===== config.mk =====
export PLATFORM = sky130hd
export DESIGN_NAME = tenbase_t_operations_register
export DESIGN_NICKNAME = d
export VERILOG_FILES = /design/src/pkg/tenbase_ops_pkg.sv /design/src/verilog/tenbase_t_operations_register.sv
export SDC_FILE = /design/constraint.sdc
export NUM_CORES = 1
export LEC_CHECK = 0
export BUFFER_PORTS_ARGS = -buffer_cell sky130_fd_sc_hd__buf_2
export CAP_MARGIN = 20
export CORE_ASPECT_RATIO = 0.7
export CORE_MARGIN = 4
export CORE_UTILIZATION = 36
export CTS_BUF_LIST = sky130_fd_sc_hd__clkbuf_4 sky130_fd_sc_hd__clkbuf_8
export DETAILED_ROUTE_END_ITERATION = 8
export PLACE_DENSITY = 0.55
export SLEW_MARGIN = 30
export SYNTH_ARGS = -nofsm -noshare
export SYNTH_HDL_FRONTEND = slang
export SYNTH_SLANG_ARGS = --single-unit

===== constraint.sdc =====
create_clock -name i_clk -period 3.9 [get_ports i_clk]
set_input_delay 0.195 -clock i_clk [delete_from_list [all_inputs] [get_ports i_clk]]
set_output_delay 0.195 -clock i_clk [all_outputs]
set_load 0.1 [all_outputs]

===== src/pkg/tenbase_ops_pkg.sv =====
// shared constants and types for the 10base-t operations register
package tenbase_ops_pkg;

  // ==========================================================================
  // register map and reset values
  localparam logic [4:0]  OPS_REG_ADDR   = 5'h12;
  localparam logic [15:0] OPS_RESET_VAL  = 16'h0010;
  localparam logic [15:0] RDATA_IDLE     = 16'h0000;
  localparam logic [7:0]  RSVD_HI_RESET  = 8'h00;
  localparam logic        RSVD_4_RESET   = 1'b1;

  // ==========================================================================
  // timing (clock 100 MHz)
  localparam int CLK_PERIOD_NS  = 10;
  localparam int SQE_DELAY_NS   = 600;   // least gap after transmit end
  localparam int SQE_WIDTH_NS   = 1000;  // least collision pulse width
  localparam int RX_JABBER_MS   = 20;    // receive activity limit
  localparam int LINK_LOSS_MS   = 50;    // silence before link fails
  localparam int NS_PER_MS      = 1000000;

  // least times round up to whole cycles, never below one
  function automatic int ns_to_cycles(input int ns);
    int c;
    c = (ns + CLK_PERIOD_NS - 1) / CLK_PERIOD_NS;
    return (c < 1) ? 1 : c;
  endfunction : ns_to_cycles

  localparam int SQE_DELAY_CYC  = ns_to_cycles(SQE_DELAY_NS);
  localparam int SQE_WIDTH_CYC  = ns_to_cycles(SQE_WIDTH_NS);
  localparam int RX_JABBER_CYC  = RX_JABBER_MS * (NS_PER_MS / CLK_PERIOD_NS);
  localparam int LINK_LOSS_CYC  = LINK_LOSS_MS * (NS_PER_MS / CLK_PERIOD_NS);
  localparam int LONG_CNT_W     = 24;
  localparam int SQE_CNT_W      = 8;

  // ==========================================================================
  // register layout, bit 15 first
  typedef struct packed {
    logic       remote_jabber;   // 15, latching high
    logic       pol_reversed;    // 14, latching high
    logic [7:0] rsvd_hi;         // 13:6
    logic       jabber_inh;      // 5
    logic       rsvd_4;          // 4
    logic       auto_pol_inh;    // 3
    logic       sqe_inh;         // 2
    logic       link_loss_inh;   // 1
    logic       squelch_inh;     // 0
  } ops_reg_s;

  // management access request
  typedef struct packed {
    logic        rd;
    logic        wr;
    logic [4:0]  addr;
    logic [15:0] wdata;
  } mgmt_req_s;

  typedef enum logic [1:0] {
    LINK_FAIL = 2'b00,
    LINK_DATA = 2'b01,
    LINK_PASS = 2'b10
  } link_state_e;

  typedef enum logic [1:0] {
    SQE_IDLE  = 2'b00,
    SQE_WAIT  = 2'b01,
    SQE_PULSE = 2'b10
  } sqe_state_e;

endpackage : tenbase_ops_pkg


===== src/verilog/tenbase_t_operations_register.sv =====
// 10base-t operations register with its jabber, polarity, sqe and link logic
`timescale 1ns/1ps

//
// Contract
// remote jabber flag latches, clears on read
// jabber criteria applied on receive; flag only
// reversed receive polarity latches bit 14
// reversal never disturbs normal operation
// manager writes reserved bits at defaults
// bit 5 disables transmit jabber check
// bit 3 inhibits automatic polarity correction
// polarity inhibit also governs 100base-tx
// bit 2 disables sqe test generation
// sqe pulses collision after transmit ends
// sqe suppressed in full duplex, repeater
// sqe inhibit bit reads back written value
// bit 1 forces link passed state
// bit 1 clear: link from receive signalling
// bit 0 set: data alone passes link
// bit 0 clear: data then idle needed
// functions act in 10base-t mode only
// repeater: sqe off, crs receive only
// event in clearing read keeps flag set
module tenbase_t_operations_register #(
  parameter int RX_JABBER_LIMIT = tenbase_ops_pkg::RX_JABBER_CYC,
  parameter int LINK_LOSS_LIMIT = tenbase_ops_pkg::LINK_LOSS_CYC
) (
  // clock and reset
  input  wire logic                       i_clk,
  input  wire logic                       i_reset,
  // management register port
  input  wire tenbase_ops_pkg::mgmt_req_s i_mgmt,
  output logic [15:0]                     o_reg_rdata,
  // operating mode
  input  wire logic                       i_ten_mode,
  input  wire logic                       i_full_duplex,
  input  wire logic                       i_repeater,
  // receive path status
  input  wire logic                       i_rx_active,
  input  wire logic                       i_rx_valid_data,
  input  wire logic                       i_rx_idle,
  input  wire logic                       i_rx_link_pulse,
  input  wire logic                       i_rx_pol_reversed,
  // transmit path
  input  wire logic                       i_tx_en,
  // control outputs
  output logic                            o_auto_pol_en,
  output logic                            o_tx_jabber_check_en,
  output logic                            o_sqe_collision,
  output logic                            o_link_pass,
  output logic                            o_crs
);
  import tenbase_ops_pkg::*;

  ops_reg_s                ops;
  link_state_e             link_state;
  link_state_e             next_link;
  sqe_state_e              sqe_state;
  logic [LONG_CNT_W-1:0]   jab_cnt;
  logic [LONG_CNT_W-1:0]   loss_cnt;
  logic [SQE_CNT_W-1:0]    sqe_cnt;
  logic [SQE_CNT_W-1:0]    sqe_watch;
  logic                    tx_en_d;
  logic                    rd_hit;
  logic                    wr_hit;
  logic                    jab_event;
  logic                    pol_event;
  logic                    sqe_allowed;

  // ==========================================================================
  // access decode
  assign rd_hit = i_mgmt.rd && (i_mgmt.addr == OPS_REG_ADDR);
  assign wr_hit = i_mgmt.wr && (i_mgmt.addr == OPS_REG_ADDR);

  // ==========================================================================
  // receive jabber detection: one event when activity runs too long
  always_ff @(posedge i_clk) begin
    if (i_reset || !i_rx_active || !i_ten_mode) begin
      jab_cnt <= '0;
    end else if (jab_cnt != LONG_CNT_W'(RX_JABBER_LIMIT)) begin
      jab_cnt <= jab_cnt + 1'b1;
    end
  end
  // counter saturates, so the event fires once per overlong activity
  assign jab_event = i_rx_active && i_ten_mode &&
                     (jab_cnt == LONG_CNT_W'(RX_JABBER_LIMIT - 1));
  assign pol_event = i_rx_pol_reversed && i_ten_mode;

  // ==========================================================================
  // latching status flags; a new event beats the clearing read
  always_ff @(posedge i_clk) begin
    if (i_reset) begin
      ops.remote_jabber <= 1'b0;
      ops.pol_reversed  <= 1'b0;
    end else begin
      if (jab_event) begin
        ops.remote_jabber <= 1'b1;
      end else if (rd_hit) begin
        ops.remote_jabber <= 1'b0;
      end
      if (pol_event) begin
        ops.pol_reversed <= 1'b1;
      end else if (rd_hit) begin
        ops.pol_reversed <= 1'b0;
      end
    end
  end

  // ==========================================================================
  // control bits; reserved bits simply hold what the manager writes
  always_ff @(posedge i_clk) begin
    if (i_reset) begin
      ops.rsvd_hi       <= RSVD_HI_RESET;
      ops.jabber_inh    <= 1'b0;
      ops.rsvd_4        <= RSVD_4_RESET;
      ops.auto_pol_inh  <= 1'b0;
      ops.sqe_inh       <= 1'b0;
      ops.link_loss_inh <= 1'b0;
      ops.squelch_inh   <= 1'b0;
    end else if (wr_hit) begin
      ops.rsvd_hi       <= i_mgmt.wdata[13:6];
      ops.jabber_inh    <= i_mgmt.wdata[5];
      ops.rsvd_4        <= i_mgmt.wdata[4];
      ops.auto_pol_inh  <= i_mgmt.wdata[3];
      ops.sqe_inh       <= i_mgmt.wdata[2];
      ops.link_loss_inh <= i_mgmt.wdata[1];
      ops.squelch_inh   <= i_mgmt.wdata[0];
    end
  end

  // ==========================================================================
  // read data: registered, shows flags as they stood before the clear
  always_ff @(posedge i_clk) begin
    if (i_reset) begin
      o_reg_rdata <= RDATA_IDLE;
    end else if (rd_hit) begin
      o_reg_rdata <= ops;
    end else begin
      o_reg_rdata <= RDATA_IDLE;
    end
  end

  // ==========================================================================
  // steering outputs; polarity correction spans both speeds
  always_ff @(posedge i_clk) begin
    if (i_reset) begin
      o_auto_pol_en        <= 1'b1;
      o_tx_jabber_check_en <= 1'b0;
      o_crs                <= 1'b0;
    end else begin
      o_auto_pol_en        <= !ops.auto_pol_inh;
      o_tx_jabber_check_en <= i_ten_mode && !ops.jabber_inh;
      o_crs <= i_rx_active || (i_tx_en && !i_repeater);
    end
  end

  // ==========================================================================
  // link integrity: loss timer restarts on a receive link pulse or valid receive data
  always_ff @(posedge i_clk) begin
    if (i_reset || i_rx_link_pulse || i_rx_valid_data ||
        link_state != LINK_PASS) begin
      loss_cnt <= '0;
    end else if (loss_cnt != LONG_CNT_W'(LINK_LOSS_LIMIT)) begin
      loss_cnt <= loss_cnt + 1'b1;
    end
  end

  // next link state
  always_comb begin
    next_link = link_state;
    if (ops.link_loss_inh) begin
      next_link = LINK_PASS;
    end else begin
      unique case (link_state)
        LINK_FAIL: begin
          if (i_rx_valid_data) begin
            // squelch inhibit skips the trailing idle
            next_link = ops.squelch_inh ? LINK_PASS : LINK_DATA;
          end
        end
        LINK_DATA: begin
          if (ops.squelch_inh || i_rx_idle) begin
            next_link = LINK_PASS;
          end
        end
        LINK_PASS: begin
          if (loss_cnt == LONG_CNT_W'(LINK_LOSS_LIMIT)) begin
            next_link = LINK_FAIL;
          end
        end
        default: next_link = LINK_FAIL;
      endcase
    end
  end

  // link state register; outside 10base-t the machine rests in fail
  always_ff @(posedge i_clk) begin
    if (i_reset) begin
      link_state  <= LINK_FAIL;
      o_link_pass <= 1'b0;
    end else if (!i_ten_mode) begin
      link_state  <= LINK_FAIL;
      o_link_pass <= 1'b0;
    end else begin
      link_state  <= next_link;
      o_link_pass <= (next_link == LINK_PASS);
    end
  end

  // ==========================================================================
  // sqe test: delay after transmit end, then a collision pulse;
  // the inhibit bit is left untouched by automatic suppression
  assign sqe_allowed = i_ten_mode && !i_full_duplex && !i_repeater &&
                       !ops.sqe_inh;

  always_ff @(posedge i_clk) begin
    if (i_reset || !sqe_allowed) begin
      sqe_state       <= SQE_IDLE;
      sqe_cnt         <= '0;
      o_sqe_collision <= 1'b0;
      tx_en_d         <= 1'b0;
    end else begin
      tx_en_d <= i_tx_en;
      unique case (sqe_state)
        SQE_IDLE: begin
          if (tx_en_d && !i_tx_en) begin
            sqe_state <= SQE_WAIT;
            sqe_cnt   <= SQE_CNT_W'(SQE_DELAY_CYC - 1);
          end
        end
        SQE_WAIT: begin
          if (sqe_cnt == '0) begin
            sqe_state       <= SQE_PULSE;
            sqe_cnt         <= SQE_CNT_W'(SQE_WIDTH_CYC - 1);
            o_sqe_collision <= 1'b1;
          end else begin
            sqe_cnt <= sqe_cnt - 1'b1;
          end
        end
        SQE_PULSE: begin
          if (sqe_cnt == '0) begin
            sqe_state       <= SQE_IDLE;
            o_sqe_collision <= 1'b0;
          end else begin
            sqe_cnt <= sqe_cnt - 1'b1;
          end
        end
        default: sqe_state <= SQE_IDLE;
      endcase
    end
  end

  // ==========================================================================
  // assertions

  // gap watch kept apart from the sqe counter; a long repeat in a
  // property would be unrolled by the tools, a counter costs nothing
  always_ff @(posedge i_clk) begin
    if (i_reset || !sqe_allowed) begin
      sqe_watch <= '0;
    end else if (sqe_state == SQE_IDLE && tx_en_d && !i_tx_en) begin
      sqe_watch <= SQE_CNT_W'(1);
    end else if (sqe_watch == SQE_CNT_W'(SQE_DELAY_CYC)) begin
      sqe_watch <= '0;
    end else if (sqe_watch != '0) begin
      sqe_watch <= sqe_watch + 1'b1;
    end
  end
endmodule : tenbase_t_operations_register

# ---- Yosys cells after proc, flatten, opt, wreduce, memory -nomap -nowiden
# Cells that the tools add are included.
dict set report totals {
  wordCells 101
  in_bits 34
  register_bits 98
  out_inout_bits 21
}
dict set report classes {
  n_mux 20
  n_reduce_logical 40
  n_addsub 3
  n_eq_ne 15
  n_bitwise 2
}
# operator n
set ops {}
lappend ops {{adder 24 x 1 -> 24 bit, second input constant} 2}
lappend ops {{equality test 24 x 21 -> 1 bit, second input constant} 1}
lappend ops {{equality test 24 x 23 -> 1 bit, second input constant} 1}
lappend ops {{2-to-1 mux 8 bit} 3}
lappend ops {{!= test 24 x 21 -> 1 bit, second input constant} 1}
lappend ops {{!= test 24 x 23 -> 1 bit, second input constant} 1}
lappend ops {{case mux 8 bit (3 select lines)} 1}
lappend ops {{2-to-1 mux 2 bit} 8}
lappend ops {{case mux 2 bit (3 select lines)} 2}
lappend ops {{logical AND 1 bit} 11}
lappend ops {{!= test 2 bit, second input constant} 5}
lappend ops {{logical NOT 1 bit} 9}
lappend ops {{AND reduction 3 bit} 3}
lappend ops {{logical NOT 8 bit} 1}
lappend ops {{logical OR 1 bit} 8}
lappend ops {{subtractor 8 x 1 -> 8 bit, second input constant} 1}
lappend ops {{equality test 2 bit, second input constant} 3}
lappend ops {{nonzero test 2 bit} 3}
lappend ops {{equality test 5 bit, second input constant} 1}
lappend ops {{2-to-1 mux 1 bit} 5}
lappend ops {{equality test 2 x 1 -> 1 bit, second input constant} 2}
lappend ops {{logical NOT 2 bit} 2}
lappend ops {{OR reduction 2 bit} 2}
lappend ops {{nonzero test 3 bit} 1}
lappend ops {{2 further kinds} 3}

# ---- Logic depth before layout (Yosys ltp)
dict set report logic_depth {
  depth_word 6
  mapped_depth 7
  depth_no_buf 6
}

# ---- Worst setup path before layout
# No wires, ideal clock.
dict set report synth_timing {
  path_type {register -> register}
  from {reg jab_cnt[1]}
  to {reg jab_cnt[18]}
  stages_incl_launch_ff 7
  synth_period_minus_slack_ps 1797
  required_time_ps 3830
  arrival_ps 1726
  setup_time_ps 70
  path_slack_ps 2103
  path_buffers 1
  path_cell_list {dfxtp_1 > ha_1 > nand3_1 > or4_1 > buf_2 > or4_1 > a21oi_1}
}
dict set report synth_between {
  elab_chain_cells 1
  word_cells_on_any_way 2
  classes_between {1 x add/sub; 1 x eq/ne}
}
# element line
set synth_rtl {}
lappend synth_rtl {{from (decl)} tenbase_t_operations_register.sv:60} ;# logic [LONG_CNT_W-1:0] jab_cnt;
lappend synth_rtl {{from (signal assigned)} tenbase_t_operations_register.sv:82} ;# jab_cnt <= jab_cnt + 1'b1;
lappend synth_rtl {{adder 24 x 1 -> 24 bit or != test 24 x 21 -> 1 bit (tied branches)} {tenbase_t_operations_register.sv:82, tenbase_t_operations_register.sv:81}}
# Several ways; a longest one is shown, not always the timed one.
# A chain may end at the register's enable or synchronous reset.

# ---- Final worst setup path
dict set report layout_timing {
  from {reg sqe_cnt[0]}
  to {reg sqe_cnt[0]}
}
dict set report layout_between {
  elab_chain_cells 3
  word_cells_on_any_way 7
  classes_between {1 x add/sub; 1 x eq/ne; 3 x mux; 2 x reduce/logical}
}
# element line
set layout_rtl {}
lappend layout_rtl {{from (decl)} tenbase_t_operations_register.sv:62} ;# logic [SQE_CNT_W-1:0] sqe_cnt;
lappend layout_rtl {{from (signal assigned)} tenbase_t_operations_register.sv:229} ;# sqe_cnt <= SQE_CNT_W'(SQE_DELAY_CYC - 1);
lappend layout_rtl {{from (signal assigned)} tenbase_t_operations_register.sv:235} ;# sqe_cnt <= SQE_CNT_W'(SQE_WIDTH_CYC - 1);
lappend layout_rtl {{from (signal assigned)} tenbase_t_operations_register.sv:238} ;# sqe_cnt <= sqe_cnt - 1'b1;
lappend layout_rtl {{subtractor 8 x 1 -> 8 bit or logical NOT 8 bit (tied branches)} n/a}
lappend layout_rtl {{2-to-1 mux 8 bit, or another cell as far along} tenbase_t_operations_register.sv:242} ;# if (sqe_cnt == '0) begin
lappend layout_rtl {{case mux 8 bit (3 select lines) or AND reduction 3 bit (tied branches)} n/a}
# Several ways; a longest one is shown, not always the timed one. The select of a mux whose other input is x is not followed.

==> impl_metrics.ini <==
[pwr]
power-per-cell-area_nw_per_um2 = 354
leakage_nw = 1.85
ir_drop_uv = 167
p_total_mw = 1.78

[global_routing]
grt_use_total = 0.141
grt_first_pass_wirelength_um = 16300
antenna_found_initial = 0
grt_max_degree = 25
grt_pass1_vias = 3360
grt_overflow = 0

[placed_design]
placed_area_um2 = 4800
io_buffers = 52
gp_congestion = 0.859
hpwl_um = 7010
dp_slack_ns = 1.81

[clock_network]
clockBufferDepth = 2
insertion_delay_ns = 0.38
cts_sinks = 98
cts_buffers = 9
ctsHtreeMaxLevel = 3
cts_root_buf = clkbuf_8
cts_resized = 0
cts_tree = built
clk_pin_slew_worst_paths_ns = 0.11

[timing]
hold_viol_final = 0
tns_ns = 0
clock-skew-final_ns = 0.00996
rsz0062_at_grt = no
fin_ws_ns = 1.77
setup_violations = 0
holdWs_ns = 0.0474
tightest_slew_ns = 0.858
finalCritPeriodShare = 0.547
fmax_mhz = 469
finalMaxSlewViolations = 0
post-route-min-period_ns = 2.13
slew_headroom = 0.426

[yosys]
yosys.area.top_type = dfxtp_1
yosysUniqueCellTypes = 46
syn_inst = 502
yosysWarnings = 0
synthFlopType = dfxtp_1
synth_seq_area_share = 0.446
yosys-top-cells-area = dfxtp_1, nor2_1, a21oi_1
synth_top_cell_area_share = 0.446
synth_area_um2 = 4400
ys_ff_latch = 98
avgSynthCellArea_um2 = 8.77
synth_nets = 546
async_flop_share = 0
synth-edff-count = 0

[detailed_routing]
drc = 0
wl_um = 9980
firstDrtPassIters = 4
initialDrtViolationCount = 180
viasPerCell = 5.30
ant_nets = 0
vias = 3767
avgRoutedWirePerCell_um = 14.0

[finish]
seqCellArea_um2 = 1960
stdcell_area_um2 = 5030
antenna_cells = 0
syn_to_final_growth_pct = 14.4
multi_input_area_um2 = 2290
fill_cells = 1177
layout.nets = 593
drive_above_1_share = 0.144

[worst_setup_path]
start_kind = flop
worstSetupEndpointType = flop
r2r_slack_ns = 1.77
cp_data_arrival_time_ns = 2.42
cp.required_ns = 4.19
worstReg2RegStart = sqe_cnt[0]
rr_worst_depth = 6
critical_path_class = flop to flop
crit_path_max_fanout = 6
r2r_end = sqe_cnt[0]

[hold_path]
min_path_cells = 3
hp-start = i_mgmt[8]
hp-class = input port to flop
worstHoldEndpoint = ops[8]

[floorplanning]
die_h_um = 101
dieArea_um2 = 14100
die_w_um = 140
io_pins = 55
core_area_um2 = 11800
start_util = 0.373
rows = 33

[run]
cap_violations = 0

[outcome]
status = finished, final reports clean
## flip-flops by register name, summed over array words and instances (netlist names)
register,cells
o_crs,1
sqe_cnt,8
tx_en_d,1
loss_cnt,24
o_tx_jabber_check_en,1
o_reg_rdata,16
o_sqe_collision,1
sqe_state,2
jab_cnt,24
o_auto_pol_en,1
link_state,2
ops,16
o_link_pass,1
## per-layer routing
layer	track usage	up-vias	routed length (um)
li1	-	1922	-
met1	0.197	1771	5180
met2	0.214	65	4230
met3	0.0408	9	458
met4	0.0402	0	112
met5	0	-	0
## power by group
part / internal (mW) / switching [mW]
clock network: 0.316 / 0.401
logic: 0.0218 / 0.0359
registers: 1.00 / 0.00301
total: 1.34 / 0.440
## repair_timing
item / in CTS / in global routing
buffers inserted: 0 / 0
hold endpoints to repair: 1 / 0
hold buffers: 1 / 0
endpoints found under the setup margin: 0 / 0
## per-stage QoR
stage	cells	utilization
floorplan	502	-
global placement	691	0.405
detailed placement	693	0.406
CTS	710	0.425
global route	711	0.426
finish	711	0.426
## layout make-up
class	instances	share of cell area
Clock buffer	9	0.0246
Clock inverter	7	0.0186
Inverter	17	0.0127
Multi-Input combinational cell	367	0.456
Sequential cell	98	0.390
Tap cell	157	0.0390
Timing Repair Buffer	56	0.0596
## worst max-delay path by stage
stage,start,to,cells after the start
floorplan,jab_cnt[1],jab_cnt[18],6
global placement,sqe_cnt[0],sqe_cnt[0],6
detailed placement,sqe_cnt[0],sqe_cnt[0],6
CTS,sqe_cnt[0],sqe_cnt[0],6
global route,jab_cnt[0],jab_cnt[22],5
finish,sqe_cnt[0],sqe_cnt[0],6
## cells in the final DEF, fill, tap and decap left out, types with 3 or more instances in the layout
cell type  instances
a211oi_1           3
a21oi_1           41
a311oi_1           3
a31oi_1            4
and2_1            18
and3_1             8
and4_1             7
buf_2             52
clkbuf_8           9
dfxtp_1           98
ha_1              10
inv_1             17
mux2i_1           14
nand2_1           15
nand2b_1           6
nand3_1           22
nand4_1           19
nand4_2            3
nor2_1            56
nor2b_1            7
nor3_1            12
nor4_1             7
nor4b_1            3
o21ai_0           30
o31ai_1            9
or3_1             14
or4_1             13
xnor2_1            8
xor2_1            13
## cells in the mapped netlist (all sizes together) (2+ instances only)
master	instances
o21ai	30
clkbuf	16
a31oi	4
nor2b	7
o211ai	2
a311oi	3
inv	17
xnor2	8
nand3	23
or3	14
o31ai	9
a21o	2
a22oi	2
nand2	15
dfxtp	98
or4	13
nor2	56
buf	4
nor4	7
and3	8
nor3	12
mux2i	14
nand2b	6
xor2	13
and2	18
nand3b	2
ha	10
and4	8
nand4	22
a21oi	41
nor4b	4
a211oi	3
or4b	3
## worst max-delay path, cell delays in order (launching register included)
cell	delay [ns]
dfxtp_1	0.37
inv_1	0.10
ha_1	0.18
or4b_1	0.54
nor3_1	0.47
nor2_1	0.13
a311oi_1	0.26
## cells by family (layout without fill, tap and decap cells)
logic type                 after synthesis  after routing  synth area share
muxes                                   14             14            0.0318
adders and majority gates               10             10            0.0284
buffers and inverters                   37             89            0.0327
AOI/OAI and AO/OA                      101            101             0.133
and+or+nand+nor                        221            221             0.286
DFF                                     98             98             0.446
xor gates and xnor gates                21             21            0.0418
(Power assumes the default switching activity.)
